## config.mk

```make
export PLATFORM = sky130hd
export DESIGN_NAME = pmw_window_flat
export DESIGN_NICKNAME = d
export VERILOG_FILES = /design/src/common/pmw_pkg.sv /design/src/common/pmw_if.sv /design/src/hdl/pmw_window.sv /design/src/flat_wrapper.sv
export SDC_FILE = /design/constraint.sdc
export NUM_CORES = 1
export LEC_CHECK = 0
export ABC_AREA = 1
export BUFFER_PORTS_ARGS = -buffer_cell sky130_fd_sc_hd__buf_2
export CAP_MARGIN = 20
export CELL_PAD_IN_SITES_DETAIL_PLACEMENT = 1
export CELL_PAD_IN_SITES_GLOBAL_PLACEMENT = 1
export CORE_ASPECT_RATIO = 0.9
export CORE_MARGIN = 5
export CORE_UTILIZATION = 35
export DETAILED_ROUTE_END_ITERATION = 16
export PLACE_DENSITY_LB_ADDON = 0.3
export SYNTH_ARGS = -nofsm -noshare
export SYNTH_HDL_FRONTEND = slang
export SYNTH_SLANG_ARGS = --single-unit
```

## constraint.sdc

```tcl
create_clock -name core_clk -period 1.3 [get_ports core_clk]
set_input_delay 0.26 -clock core_clk [delete_from_list [all_inputs] [get_ports core_clk]]
set_output_delay 0.26 -clock core_clk [all_outputs]
set_load 0.01 [all_outputs]
```

## src/common/pmw_pkg.sv

```systemverilog
/*
  Constants shared by both ends of the data ROM window: data-space addresses,
  field positions of the block-select register and of the option word,
  and the widths of the program-memory address.
  Assumes an 8-bit data space and a 12-bit program-memory address.
*/
`default_nettype none
package pmw_pkg;
  localparam int DS_AW = 8;                     // Data-space address width
  localparam int DW = 8;                        // Data width
  localparam int BLK_W = 6;                     // Block number width
  localparam int OFS_W = 6;                     // Offset within a block
  localparam int PM_AW = BLK_W + OFS_W;         // Program-memory address width
  localparam int OPT_W = 16;                    // Two option bytes
  localparam logic [7:0] WIN_LO = 8'h40;        // First window location
  localparam logic [7:0] WIN_HI = 8'h7F;        // Last window location
  localparam logic [7:0] BLKSEL_ADDR = 8'hC9;   // Block-select register
  localparam logic [1:0] BLKSEL_RSVD = 2'h0;    // Value of bits 7:6 on writes
  localparam logic [7:0] RD_NONE = 8'h00;       // Read data outside the window
  localparam logic [15:0] OPT_DEFAULT = 16'h0000; // Delivered option content
  localparam int OPT_STOP_WDG = 9;              // Stop allowed with watchdog
  localparam int OPT_LVD = 8;                   // Low-voltage detector
  localparam int OPT_PROTECT = 7;               // Readout protection
  localparam int OPT_OSC_RC = 6;                // Oscillator is RC network
  localparam int OPT_NMI_PU = 3;                // Pull-up on the NMI pin
  localparam int OPT_WDG_HW = 1;                // Hardware watchdog
  localparam int OPT_OSG = 0;                   // Oscillator safeguard
endpackage
`default_nettype wire

```

## src/common/pmw_if.sv

```systemverilog
/*
  Data-space bus between the CPU core end and the data ROM window end.
  Assumes both ends run on the same core clock; no clocking here.
*/
`default_nettype none
interface pmw_if;
  logic [7:0] ds_addr;    // Data-space address
  logic ds_wr;            // Write strobe, one cycle
  logic ds_rd;            // Read strobe, one cycle
  logic [7:0] ds_wdata;   // Write data
  logic [7:0] ds_rdata;   // Read data, valid with ds_rvalid
  logic ds_rvalid;        // Read answer, one cycle
  modport dev (input ds_addr, ds_wr, ds_rd, ds_wdata, output ds_rdata, ds_rvalid);
  modport cpu (output ds_addr, ds_wr, ds_rd, ds_wdata, input ds_rdata, ds_rvalid);
endinterface
`default_nettype wire

```

## src/hdl/pmw_window.sv

```systemverilog
/*
  Data ROM window end: block-select register, window decode onto program
  memory, and the one-time option word with its decoded configuration.
  Assumes program memory reads combinationally from pm_addr, and that the
  programming-voltage detector gives a clean synchronous level.
*/
`default_nettype none
// Function
// - Window 40h-7Fh reads selected program block
// - Block-select at 0C9h, write only
// - Block-select not reset; software writes first
// - Bits 5:0 upper address; 7:6 zero
// - Software never reads or modifies block-select
// - Software loads block, then reads offset
// - Interrupt code keeps RAM image first
// - Programming mode only with programming voltage
// - Options unaddressed; reachable only when programming
// - Options programmable once only
// - Delivered programmable parts hold zero options
// - Factory-coded parts: options unreadable
// - Option 9 gates stop under watchdog
// - Option 8 enables low-voltage detector
// - Option 7 blocks external readout
// - Option 6 selects RC oscillator
// - Option 3 enables NMI pull-up
// - Option 1 forces watchdog on
// - Option 0 enables oscillator safeguard
// - Blocks step by 64 bytes from zero
module pmw_window #(
  parameter bit FACTORY_CODED = 1'b0,              // Options fixed by mask
  parameter logic [15:0] MASK_OPTIONS = 16'h0000   // Mask options, plain default
) (
  input wire logic core_clk,
  input wire logic arst_n,
  pmw_if.dev bus,
  output logic [pmw_pkg::PM_AW-1:0] pm_addr,
  input wire logic [pmw_pkg::DW-1:0] pm_rdata,
  input wire logic vpp_high,
  input wire logic opt_wr,
  input wire logic [pmw_pkg::OPT_W-1:0] opt_wdata,
  input wire logic opt_rd,
  output logic [pmw_pkg::OPT_W-1:0] opt_rdata,
  output logic opt_rvalid,
  output logic opt_locked,
  input wire logic ext_rd,
  input wire logic [pmw_pkg::PM_AW-1:0] ext_addr,
  output logic [pmw_pkg::DW-1:0] ext_rdata,
  output logic ext_rvalid,
  input wire logic wdg_active,
  input wire logic nmi_pin,
  output logic stop_allowed,
  output logic lvd_en,
  output logic readout_protect,
  output logic osc_rc,
  output logic nmi_pullup,
  output logic wdg_hw,
  output logic osg_en
);
  logic [pmw_pkg::BLK_W-1:0] blk_q;     // Selected block, no reset
  logic rd_pend_q;                      // Window read waiting for memory
  logic ext_pend_q;                     // External read waiting for memory
  logic [pmw_pkg::OPT_W-1:0] opt_q;     // Programmed option word
  logic prog_q;                         // Option word already programmed
  logic [pmw_pkg::OPT_W-1:0] opt_eff;   // Options in force
  logic prog_mode;                      // Memory programming mode

  // Window hit decode, used for both the read path and its check
  function automatic logic in_window(input logic [7:0] a);
    in_window = (a >= pmw_pkg::WIN_LO) && (a <= pmw_pkg::WIN_HI);
  endfunction

  assign prog_mode = vpp_high;
  // Mask parts ignore the programmable word entirely
  assign opt_eff = FACTORY_CODED ? MASK_OPTIONS : opt_q;

  // Block select: kept without reset, so it stays undefined until written
  always_ff @(posedge core_clk) begin
    if (bus.ds_wr && bus.ds_addr == pmw_pkg::BLKSEL_ADDR) begin
      blk_q <= bus.ds_wdata[pmw_pkg::BLK_W-1:0];
    end
  end

  // Program-memory address: window reads, else external reads in programming mode
  always_ff @(posedge core_clk or negedge arst_n) begin
    if (!arst_n) begin
      pm_addr <= '0;
      rd_pend_q <= 1'b0;
      ext_pend_q <= 1'b0;
    end else begin
      rd_pend_q <= bus.ds_rd;
      ext_pend_q <= 1'b0;
      if (bus.ds_rd && in_window(bus.ds_addr)) begin
        pm_addr <= {blk_q, bus.ds_addr[pmw_pkg::OFS_W-1:0]};
      end else if (ext_rd && prog_mode && !bus.ds_rd) begin
        // Window reads win; an external read in that cycle is dropped
        pm_addr <= ext_addr;
        ext_pend_q <= 1'b1;
      end
    end
  end

  // Read answer on the data-space bus; window data only for window addresses
  always_ff @(posedge core_clk or negedge arst_n) begin
    if (!arst_n) begin
      bus.ds_rdata <= pmw_pkg::RD_NONE;
      bus.ds_rvalid <= 1'b0;
    end else begin
      bus.ds_rvalid <= rd_pend_q;
      if (rd_pend_q && in_window(bus.ds_addr)) begin
        bus.ds_rdata <= pm_rdata;
      end else begin
        // Block select is write only: reads of it give nothing useful
        bus.ds_rdata <= pmw_pkg::RD_NONE;
      end
    end
  end

  // External readout, refused with zero data while protected
  always_ff @(posedge core_clk or negedge arst_n) begin
    if (!arst_n) begin
      ext_rdata <= '0;
      ext_rvalid <= 1'b0;
    end else begin
      ext_rvalid <= ext_pend_q;
      if (ext_pend_q && !opt_eff[pmw_pkg::OPT_PROTECT]) begin
        ext_rdata <= pm_rdata;
      end else begin
        ext_rdata <= '0;
      end
    end
  end

  // One-time option word. Reset stands for the as-delivered state here;
  // a real part keeps it in non-volatile cells.
  always_ff @(posedge core_clk or negedge arst_n) begin
    if (!arst_n) begin
      opt_q <= pmw_pkg::OPT_DEFAULT;
      prog_q <= 1'b0;
    end else if (opt_wr && prog_mode && !prog_q && !FACTORY_CODED) begin
      opt_q <= opt_wdata;
      prog_q <= 1'b1;
    end
  end

  // Option readback, only in programming mode and never on mask parts
  always_ff @(posedge core_clk or negedge arst_n) begin
    if (!arst_n) begin
      opt_rdata <= '0;
      opt_rvalid <= 1'b0;
      opt_locked <= 1'b0;
    end else begin
      opt_rvalid <= opt_rd;
      opt_locked <= prog_q || FACTORY_CODED;
      if (opt_rd && prog_mode && !FACTORY_CODED) begin
        opt_rdata <= opt_q;
      end else begin
        opt_rdata <= '0;
      end
    end
  end

  // Decoded configuration, registered so every output is a flop
  always_ff @(posedge core_clk or negedge arst_n) begin
    if (!arst_n) begin
      stop_allowed <= 1'b0;
      lvd_en <= 1'b0;
      readout_protect <= 1'b0;
      osc_rc <= 1'b0;
      nmi_pullup <= 1'b0;
      wdg_hw <= 1'b0;
      osg_en <= 1'b0;
    end else begin
      stop_allowed <= !wdg_active || (opt_eff[pmw_pkg::OPT_STOP_WDG] && nmi_pin);
      lvd_en <= opt_eff[pmw_pkg::OPT_LVD];
      readout_protect <= opt_eff[pmw_pkg::OPT_PROTECT];
      osc_rc <= opt_eff[pmw_pkg::OPT_OSC_RC];
      nmi_pullup <= opt_eff[pmw_pkg::OPT_NMI_PU];
      wdg_hw <= opt_eff[pmw_pkg::OPT_WDG_HW];
      osg_en <= opt_eff[pmw_pkg::OPT_OSG];
    end
  end
endmodule
`default_nettype wire

```

## src/flat_wrapper.sv

```systemverilog
// flat-port wrapper written by rule: the top's interface ports become plain ports
module pmw_window_flat 
#(
  parameter bit FACTORY_CODED = 1'b0,                                      
  parameter logic [15:0] MASK_OPTIONS = 16'h0000                                 
)
  (core_clk, arst_n, pm_addr, pm_rdata, vpp_high, opt_wr, opt_wdata, opt_rd, opt_rdata, opt_rvalid, opt_locked, ext_rd, ext_addr, ext_rdata, ext_rvalid, wdg_active, nmi_pin, stop_allowed, lvd_en, readout_protect, osc_rc, nmi_pullup, wdg_hw, osg_en, bus_ds_addr, bus_ds_wr, bus_ds_rd, bus_ds_wdata, bus_ds_rdata, bus_ds_rvalid);
  pmw_if bus_i ();
  input wire logic core_clk;
  input wire logic arst_n;
  output logic [pmw_pkg::PM_AW-1:0] pm_addr;
  input wire logic [pmw_pkg::DW-1:0] pm_rdata;
  input wire logic vpp_high;
  input wire logic opt_wr;
  input wire logic [pmw_pkg::OPT_W-1:0] opt_wdata;
  input wire logic opt_rd;
  output logic [pmw_pkg::OPT_W-1:0] opt_rdata;
  output logic opt_rvalid;
  output logic opt_locked;
  input wire logic ext_rd;
  input wire logic [pmw_pkg::PM_AW-1:0] ext_addr;
  output logic [pmw_pkg::DW-1:0] ext_rdata;
  output logic ext_rvalid;
  input wire logic wdg_active;
  input wire logic nmi_pin;
  output logic stop_allowed;
  output logic lvd_en;
  output logic readout_protect;
  output logic osc_rc;
  output logic nmi_pullup;
  output logic wdg_hw;
  output logic osg_en;
  input wire logic [$bits(bus_i.ds_addr)-1:0] bus_ds_addr;
  input wire logic [$bits(bus_i.ds_wr)-1:0] bus_ds_wr;
  input wire logic [$bits(bus_i.ds_rd)-1:0] bus_ds_rd;
  input wire logic [$bits(bus_i.ds_wdata)-1:0] bus_ds_wdata;
  output wire logic [$bits(bus_i.ds_rdata)-1:0] bus_ds_rdata;
  output wire logic [$bits(bus_i.ds_rvalid)-1:0] bus_ds_rvalid;
  assign bus_i.ds_addr = bus_ds_addr;
  assign bus_i.ds_wr = bus_ds_wr;
  assign bus_i.ds_rd = bus_ds_rd;
  assign bus_i.ds_wdata = bus_ds_wdata;
  assign bus_ds_rdata = bus_i.ds_rdata;
  assign bus_ds_rvalid = bus_i.ds_rvalid;
  pmw_window #(.FACTORY_CODED(FACTORY_CODED), .MASK_OPTIONS(MASK_OPTIONS)) u_core (.core_clk(core_clk), .arst_n(arst_n), .bus(bus_i), .pm_addr(pm_addr), .pm_rdata(pm_rdata), .vpp_high(vpp_high), .opt_wr(opt_wr), .opt_wdata(opt_wdata), .opt_rd(opt_rd), .opt_rdata(opt_rdata), .opt_rvalid(opt_rvalid), .opt_locked(opt_locked), .ext_rd(ext_rd), .ext_addr(ext_addr), .ext_rdata(ext_rdata), .ext_rvalid(ext_rvalid), .wdg_active(wdg_active), .nmi_pin(nmi_pin), .stop_allowed(stop_allowed), .lvd_en(lvd_en), .readout_protect(readout_protect), .osc_rc(osc_rc), .nmi_pullup(nmi_pullup), .wdg_hw(wdg_hw), .osg_en(osg_en));
endmodule
```

==> flow_metrics.env, run 1 <==
export IMPL_rsz0062_at_grt="false"
export IMPL_status="completed"
export IMPL_grt_pass1_wl_um=11580
export IMPL_num_rows=31
export IMPL_drt_iter0_drc=44
export IMPL_total_power_mw=4.882
export IMPL_syn_inst=271
export IMPL_dpl_hpwl_um=5318
export IMPL_area_delta_synth_final_pct=33.98
export IMPL_die_height_um=95.39
export IMPL_fp_dieArea_mm2=0.01000
export IMPL_maxCapViolCount=0
export IMPL_finalWirelength_um=6902
export IMPL_startpoint_type="register"
export IMPL_ys_seq_area_share_pct=71.67
export IMPL_tns_ns=0
export IMPL_worst_pin_slew_ns=0.3545
export IMPL_drive_gt1_share_pct=35.98
export IMPL_gr_total_overflow=0
export IMPL_ios=117
export IMPL_cp_cell_sequence="buf_2"
export IMPL_critPathBufInv=1
export IMPL_htree_num_levels=3
export IMPL_ctsRootBufferMaster="clkbuf_8"
export IMPL_fillers=945
export IMPL_crit_required_ns=1.04
export IMPL_grt_pass1_vias=2444
export IMPL_layout_min_cycle_time_ns=1.135
export IMPL_cellLeakagePower_nw=2.173
export IMPL_vias_per_cell=4.410
export IMPL_synth_cell_types=17
export IMPL_endpoint_kind="primary output"
export IMPL_diodes=0
export IMPL_syn_area_mm2=0.002835
export IMPL_clk_latency_ns=0.34
export IMPL_syn_nets=333
export IMPL_cts_tree="done"
export IMPL_setup_violations_final=0
export IMPL_cts_max_path_buffers=2
export IMPL_finalCritPeriodShare_pct=87.31
export IMPL_fmaxAchievable_mhz=881.0
export IMPL_fin_nets=460
export IMPL_cp_slowest_cell="dfrtp_1"
export IMPL_cts_sinks=80
export IMPL_num_vias=2214
export IMPL_die_w_um=104.9
export IMPL_clkTransAtPathRegs_ns=0.08
export IMPL_final_common_cell="buf_2"
export IMPL_ys_seq_elements=80
export IMPL_wl_per_cell_um=13.75
export IMPL_hold_viol_final=0
export IMPL_grt_max_degree=34
export IMPL_cts_resized=0
export IMPL_cts_buffers=9
export IMPL_antenna_found_initial=0
export IMPL_portBuffers=114
export IMPL_layout_common_cells="buf_2 (113), dfrtp_1 (74), nand2_1 (67)"
export IMPL_design_core_area_mm2=0.007990
export IMPL_grt_use_total_pct=14.57
export IMPL_powerDensity_mw_per_mm2=1285
export IMPL_final_max_slew_violation_count=0
export IMPL_holdBufCountCts=1
export IMPL_cp_top_family="flip-flops"
export IMPL_gp_congestion=0.7996
export IMPL_crit_arrival_ns=0.88
export IMPL_vdd_ir_drop_max_v=0.0005750
export IMPL_post_cts_buffers=0
export IMPL_crit_fanout=2
export IMPL_postLayoutCoreUtil_pct=47.54
export IMPL_yosysWarnings=0
export IMPL_first_pass_iters=4
export IMPL_slew_headroom_pct=76.30
export IMPL_initial_core_util_pct=35.48
export IMPL_syn_area_per_cell_um2=10.46
export IMPL_ant_nets=0
export IMPL_dp_cells=485
export IMPL_hold_path_class="in2reg"
export IMPL_layout_cells_non_filler=502
export IMPL_worstSetupPathType="reg2out"
export IMPL_skew_ns=0.01280
export IMPL_drc=0
export IMPL_cpPeakStageDelay_ns=0.40
==> cell type report <==
cell class / count / area [um2] / area share (%)
flip-flops and latches: 80 / 2032 / 53.49
repair buffers: 126 / 703.2 / 18.51
multi-input cells: 152 / 643.1 / 16.93
clock buffers: 10 / 137.6 / 3.623
well taps: 99 / 123.9 / 3.261
inverters: 29 / 108.9 / 2.866
clock inverters: 6 / 50.05 / 1.318
==> metal layers <==
| metal | part of all wire, % | GRT usage [%] |
|---|---|---|
| met2 | 51 | 25.37 |
| met4 | 0.90 | 4.473 |
| met3 | 5.9 | 4.265 |
| met5 | 0 | 0 |
| met1 | 42 | 17.61 |
==> kinds of logic after synthesis <==
kind of cell / after synthesis / share of synthesized area [%]
flip-flops: 80 / 71.67
buffers and inverters: 39 / 5.825
AND/OR/NAND/NOR: 136 / 19.68
AO/OA/AOI/OAI: 16 / 2.824
==> final timing paths <==
kind                                        end  slack [ns]               start  cells after the start
min                           u_core.opt_rvalid        0.06              opt_rd                      1
min reg2reg                   u_core.ext_rvalid        0.38   u_core.ext_pend_q                      0
max                                 pm_addr[10]        0.16  u_core.pm_addr[10]                      1
max in group asynchronous  u_core.opt_rdata[12]        0.49              arst_n                      3
min in group asynchronous     u_core.opt_eff[1]        0.35              arst_n                      2
max reg2reg                   u_core.opt_eff[4]        0.26       u_core.prog_q                      5
==> cells in the mapped netlist <==
| cell | instances | area, um2 |
|---|---|---|
| nand2_2 | 1 | 6.260 |
| nand3_1 | 3 | 15.01 |
| nand3_2 | 1 | 10.01 |
| buf_2 | 6 | 30.03 |
| nor3_1 | 1 | 5.000 |
| nand3b_1 | 1 | 7.510 |
| a21oi_1 | 16 | 80.08 |
| nand4_1 | 12 | 75.07 |
| buf_4 | 1 | 7.510 |
| nor2_1 | 50 | 187.7 |
| edfxtp_1 | 6 | 180.2 |
| inv_1 | 28 | 105.1 |
| inv_2 | 1 | 3.750 |
| dfrtp_1 | 74 | 1852 |
| nand2_1 | 67 | 251.5 |
| clkbuf_1 | 2 | 7.510 |
| buf_6 | 1 | 11.26 |
==> flip-flops by register name (all words and copies together) (netlist names) <==
name and cells:
u_core.bus.ds_rvalid 1, u_core.opt_rvalid 1, u_core.opt_eff 16, u_core.ext_rdata 8, u_core.wdg_hw 1, u_core.readout_protect 1, u_core.rd_pend_q 1, u_core.pm_addr 12
u_core.ext_pend_q 1, u_core.opt_locked 1, u_core.stop_allowed 1, u_core.bus.ds_rdata 8, u_core.ext_rvalid 1, u_core.opt_rdata 16, u_core.lvd_en 1, u_core.blk_q 6
u_core.prog_q 1, u_core.nmi_pullup 1, u_core.osc_rc 1, u_core.osg_en 1
==> metrics by stage <==
stage | hold slack [ns] | worst slack [ns] | cell area [um2]
after floorplan | -0.03559 | 0.02270 | 2840
after global placement | 0.1729 | 0.09691 | 3601
after detailed placement | 0.1751 | 0.07142 | 3601
after CTS | 0.04505 | 0.1390 | 3799
after global routing | 0.03579 | 0.1062 | 3799
final | 0.06110 | 0.1650 | 3799
==> where the power goes <==
| part | internal, mW | total (mW) | switching, mW |
|---|---|---|---|
| registers | 2.62 | 2.66 | 0.0457 |
| logic | 0.214 | 0.507 | 0.292 |
| clock network | 0.773 | 1.71 | 0.940 |
| total | 3.60 | 4.88 | 1.28 |
Power figures use the tool's default switching activity.
==> inputs of run 2 (changes only) <==
- CORE_MARGIN: 5 -> 4
==> run 2 against run 1 <==
Effect of this change: flip-flop and latch count is the same; critical path depth is the same; via count grew 1.1%; non-clock buffer count shrank 1; sequential power is essentially flat; design area shrank 0.96%; clock-buffer cell count is the same; worst setup slack gained 0.0011 ns; die area shrank 4.0%; sequential share of layout area grew 0.52 points; combinational power is essentially flat; largest cell class unchanged; highest routed layer unchanged.
==> flow_metrics.env, run 2 (synthesis results as in run 1) <==
export IMPL_gr_total_overflow=0
export IMPL_fmaxAchievable_mhz=881.9
export IMPL_holdWs_ns=0.05090
export IMPL_worst_pin_slew_ns=0.3746
export IMPL_final_common_cell="buf_2"
export IMPL_layout_min_cycle_time_ns=1.134
export IMPL_cts_tree="done"
export IMPL_grt_use_total_pct=15.50
export IMPL_htree_num_levels=3
export IMPL_rsz0062_at_grt="false"
export IMPL_ctsRootBufferMaster="clkbuf_8"
export IMPL_clkTransAtPathRegs_ns=0.08
export IMPL_cpPeakStageDelay_ns=0.40
export IMPL_setup_violations_final=0
export IMPL_die_height_um=93.39
export IMPL_cellLeakagePower_nw=2.155
export IMPL_cts_sinks=80
export IMPL_num_vias=2238
export IMPL_clk_latency_ns=0.34
export IMPL_num_rows=30
export IMPL_drive_gt1_share_pct=35.41
export IMPL_cp_cell_sequence="buf_2"
export IMPL_p_switching_mw=1.205
export IMPL_ios=117
export IMPL_maxCapViolCount=0
export IMPL_vdd_ir_drop_max_v=0.0006661
export IMPL_crit_fanout=2
export IMPL_post_cts_buffers=0
export IMPL_fin_nets=459
export IMPL_layout_common_cells="buf_2 (113), dfrtp_1 (74), nand2_1 (67)"
export IMPL_power_frac_comb_pct=10.8
export IMPL_critPathBufInv=1
export IMPL_antenna_found_initial=0
export IMPL_vias_per_cell=4.503
export IMPL_ant_nets=0
export IMPL_gp_congestion=0.7614
export IMPL_drc=0
export IMPL_dpl_hpwl_um=5269
export IMPL_wl_per_cell_um=14.09
export IMPL_die_w_um=102.9
export IMPL_portBuffers=114
export IMPL_hold_viol_final=0
export IMPL_holdBufCountCts=1
export IMPL_crit_arrival_ns=0.87
export IMPL_startpoint_type="register"
export IMPL_diodes=0
export IMPL_use_met3_pct=3.132
export IMPL_final_max_slew_violation_count=0
export IMPL_p_int_mw=3.512
export IMPL_cts_buffers=9
export IMPL_clkPwrFrac_pct=32.8
export IMPL_switching_share_pct=25.54
export IMPL_cts_resized=0
export IMPL_powerDensity_mw_per_mm2=1254
export IMPL_status="completed"
export IMPL_tns_ns=0
export IMPL_postLayoutCoreUtil_pct=48.89
export IMPL_fp_dieArea_mm2=0.009607
export IMPL_top_usage_layer="met2"
export IMPL_grt_pass1_wl_um=11480
export IMPL_total_power_mw=4.717
export IMPL_crit_required_ns=1.04
export IMPL_slew_headroom_pct=74.96
export IMPL_finalCritPeriodShare_pct=87.22
export IMPL_hold_path_class="in2reg"
export IMPL_endpoint_kind="primary output"
export IMPL_grt_util_met2_pct=25.97
export IMPL_worstSetupPathType="reg2out"
export IMPL_initial_core_util_pct=36.85
export IMPL_cts_max_path_buffers=2
export IMPL_area_delta_synth_final_pct=32.70
export IMPL_cp_slowest_cell="dfrtp_1"
export IMPL_first_pass_iters=4
export IMPL_grt_pass1_vias=2383
export IMPL_finalWirelength_um=7003
export IMPL_grt_util_met1_pct=19.84
export IMPL_cp_top_family="flip-flops"
export IMPL_drt_iter0_drc=48
export IMPL_p_seq_share_pct=56.4
export IMPL_grt_max_degree=34
export IMPL_skew_ns=0.008562
export IMPL_design_core_area_mm2=0.007695
[run 2: changes by cell type in the layout (fill, tap and decap cells not counted)]
cell and change:
buf_4 -1, clkbuf_1 +1, clkbuf_8 -1, clkinv_2 +1, clkinv_4 +1, inv_6 -2
inv_8 -1
[run 2: metrics by stage]
step	std cells	setup slack [ns]	instance area, um2
2_1_floorplan	271	0.02270	2840
3_3_place_gp	481	0.08717	3590
3_5_place_dp	481	0.05565	3590
4_1_cts	497	0.1387	3762
5_1_grt	497	0.1171	3762
6_report	497	0.1661	3762
[run 2: path summary, 6_finish.rpt]
kind | from | slack (ns) | endpoint | cells after the start
max | u_core.pm_addr[11] | 0.17 | pm_addr[11] | 1
min | opt_rd | 0.05 | u_core.opt_rvalid | 1
max reg2reg | u_core.prog_q | 0.22 | u_core.opt_eff[3] | 5
min reg2reg | u_core.ext_pend_q | 0.38 | u_core.ext_rvalid | 0
max in group asynchronous | arst_n | 0.47 | u_core.opt_eff[11] | 3
min in group asynchronous | arst_n | 0.36 | u_core.opt_eff[3] | 2
[run 2: power by group through the flow]
| stage | logic, mW | clock network, mW | registers, mW |
|---|---|---|---|
| CTS | 0.525 | 1.61 | 2.66 |
| detailed placement | 0.523 | 0 | 2.71 |
| global route | 0.580 | 1.72 | 2.67 |
| global placement | 0.508 | 0 | 2.71 |
| floorplan | 0.150 | 0 | 2.76 |
| finish | 0.509 | 1.55 | 2.66 |
[run 2: area by class of cell]
class / instances / area [um2]
Clock buffer: 10 / 127.6
Clock inverter: 5 / 35.03
Fill cell: 922 / 3933
Inverter: 29 / 108.9
Multi-Input combinational cell: 152 / 643.1
Sequential cell: 80 / 2032
Tap cell: 96 / 120.1
Timing Repair Buffer: 125 / 695.7
[run 2: layer usage]
layer	vias up	share of wire [%]
met3	7	6.2
met2	76	50
li1	1090	-
met1	1065	43
met5	-	0
met4	0	1.0
==> inputs of run 3 (changes only) <==
- CORE_MARGIN: 4 -> not set
- clock period: 1.3 -> 1.2 ns (I/O delays scaled with it)
==> run 3 against run 2 <==
Effect of this change: non-clock buffer count rose by 3; critical path depth unchanged; core utilization grew 0.96 points; clock skew grew 0.0018 ns; worst hold slack got worse by 0.0059 ns; register-to-register slack got worse by 0.08 ns; combinational power grew 10%; critical endpoint is now pm_addr[10].
==> flow_metrics.env, run 3 (synthesis results as in run 1) <==
export IMPL_antenna_found_initial=0
export IMPL_hold_viol_final=0
export IMPL_gr_total_overflow=0
export IMPL_ios=117
export IMPL_finalCritPeriodShare_pct=92.38
export IMPL_drc=0
export IMPL_cp_slowest_cell="dfrtp_1"
export IMPL_fillers=918
export IMPL_clk_latency_ns=0.34
export IMPL_hold_path_class="in2reg"
export IMPL_hold_end="u_core.stop_allowed"
export IMPL_rsz0062_at_grt="false"
export IMPL_slew_headroom_pct=73.95
export IMPL_clkTransAtPathRegs_ns=0.09
export IMPL_multi_input_area_um2=649.4
export IMPL_drt_iter0_drc=50
export IMPL_portBuffers=114
export IMPL_maxCapViolCount=0
export IMPL_top_usage_layer="met2"
export IMPL_powerDensity_mw_per_mm2=1419
export IMPL_worst_pin_slew_ns=0.3908
export IMPL_ctsRootBufferMaster="clkbuf_8"
export IMPL_wl_per_cell_um=13.61
export IMPL_grt_max_degree=75
export IMPL_cellLeakagePower_nw=2.198
export IMPL_vdd_ir_drop_max_v=0.0006896
export IMPL_setup_violations_final=0
export IMPL_cp_cell_sequence="buf_2"
export IMPL_cp_top_family="flip-flops"
export IMPL_layout_min_cycle_time_ns=1.109
export IMPL_crit_arrival_ns=0.87
export IMPL_layout_common_cells="buf_2 (113), dfrtp_1 (74), nand2_1 (67)"
export IMPL_cpPeakStageDelay_ns=0.39
export IMPL_fp_dieArea_mm2=0.008465
export IMPL_vias_per_cell=4.519
export IMPL_gp_congestion=0.7645
export IMPL_crit_reg2reg_capture="u_core.opt_eff[14]"
export IMPL_num_rows=30
export IMPL_crit_required_ns=0.96
export IMPL_final_common_cell="buf_2"
export IMPL_fin_nets=462
export IMPL_cts_tree="done"
export IMPL_total_power_mw=5.444
export IMPL_grt_use_total_pct=17.47
export IMPL_die_w_um=96.87
export IMPL_grt_pass1_vias=2342
export IMPL_grt_util_met1_pct=21.54
export IMPL_seqCellArea_mm2=0.002032
export IMPL_post_cts_buffers=0
export IMPL_initial_core_util_pct=36.85
export IMPL_cts_max_path_buffers=2
export IMPL_worstSetupPathType="reg2out"
export IMPL_place_area_mm2=0.003611
export IMPL_critPathBufInv=1
export IMPL_r2r_start="u_core.prog_q"
export IMPL_hold_depth=2
export IMPL_final_max_slew_violation_count=0
export IMPL_crit_fanout=2
export IMPL_first_pass_iters=4
export IMPL_startpoint_type="register"
export IMPL_status="completed"
export IMPL_hold_start="wdg_active"
export IMPL_holdWs_ns=0.04499
export IMPL_cts_sinks=80
export IMPL_fmaxAchievable_mhz=902.1
export IMPL_skew_ns=0.01032
export IMPL_die_height_um=87.39
export IMPL_tns_ns=0
export IMPL_use_met3_pct=4.735
export IMPL_htree_num_levels=3
export IMPL_design_area_mm2=0.003836
export IMPL_finalWirelength_um=6818
export IMPL_grt_pass1_wl_um=11270
export IMPL_rrSetupSlack_ns=0.14
export IMPL_design_core_area_mm2=0.007695
export IMPL_ant_nets=0
export IMPL_diodes=0
export IMPL_reg2reg_depth=5
export IMPL_cts_buffers=9
export IMPL_dpl_hpwl_um=5133
export IMPL_grt_util_met2_pct=29.51
export IMPL_endpoint_kind="primary output"
export IMPL_num_vias=2264
export IMPL_drive_gt1_share_pct=35.80
export IMPL_area_delta_synth_final_pct=35.30
-- run 3: layout make-up --
type / instances / area share, %
repair buffers: 128 / 18.79
inverters: 29 / 2.838
clock inverters: 5 / 1.663
well taps: 96 / 3.131
multi-input cells: 152 / 16.93
flip-flops and latches: 80 / 52.97
clock buffers: 11 / 3.686
-- run 3: metal layers --
layer | routed length, um | vias up
met3 | 342 | 9
met4 | 97 | 0
met2 | 3422 | 79
li1 | - | 1094
met1 | 2955 | 1082
met5 | 0 | -
-- run 3: worst max-delay path by stage --
stage | slack (ns) | startpoint | depth (start not counted) | to
3_5_place_dp | -0.05 | bus_ds_addr[1] | 3 | u_core.blk_q[2]
3_3_place_gp | -0.03 | bus_ds_addr[1] | 3 | u_core.blk_q[0]
4_1_cts | 0.06 | u_core.pm_addr[2] | 1 | pm_addr[2]
2_1_floorplan | 0.01 | bus_ds_addr[7] | 5 | u_core.blk_q[0]
6_report | 0.09 | u_core.pm_addr[10] | 1 | pm_addr[10]
5_1_grt | 0.03 | u_core.pm_addr[11] | 1 | pm_addr[11]
-- run 3: through the flow --
step	instances	utilization, %	worst slack [ns]
floorplan	271	-	0.01340
global placement	483	46.93	-0.02702
detailed placement	483	46.93	-0.04612
CTS	501	49.85	0.05578
global route	501	49.85	0.02721
finish	501	49.85	0.09146
-- run 3: what timing repair did --
item | in CTS | in global routing
gates resized for setup | 0 | 0
endpoints found under the hold margin | 75 | 0
hold buffers | 2 | 0
-- run 3: power breakdown --
| part | total, mW | leakage (nW) | internal (mW) | switching (mW) |
|---|---|---|---|---|
| Clock | 2.00 | 0.100 | 1.03 | 0.966 |
| Combinational | 0.562 | 1.18 | 0.239 | 0.323 |
| Sequential | 2.88 | 0.913 | 2.83 | 0.0470 |
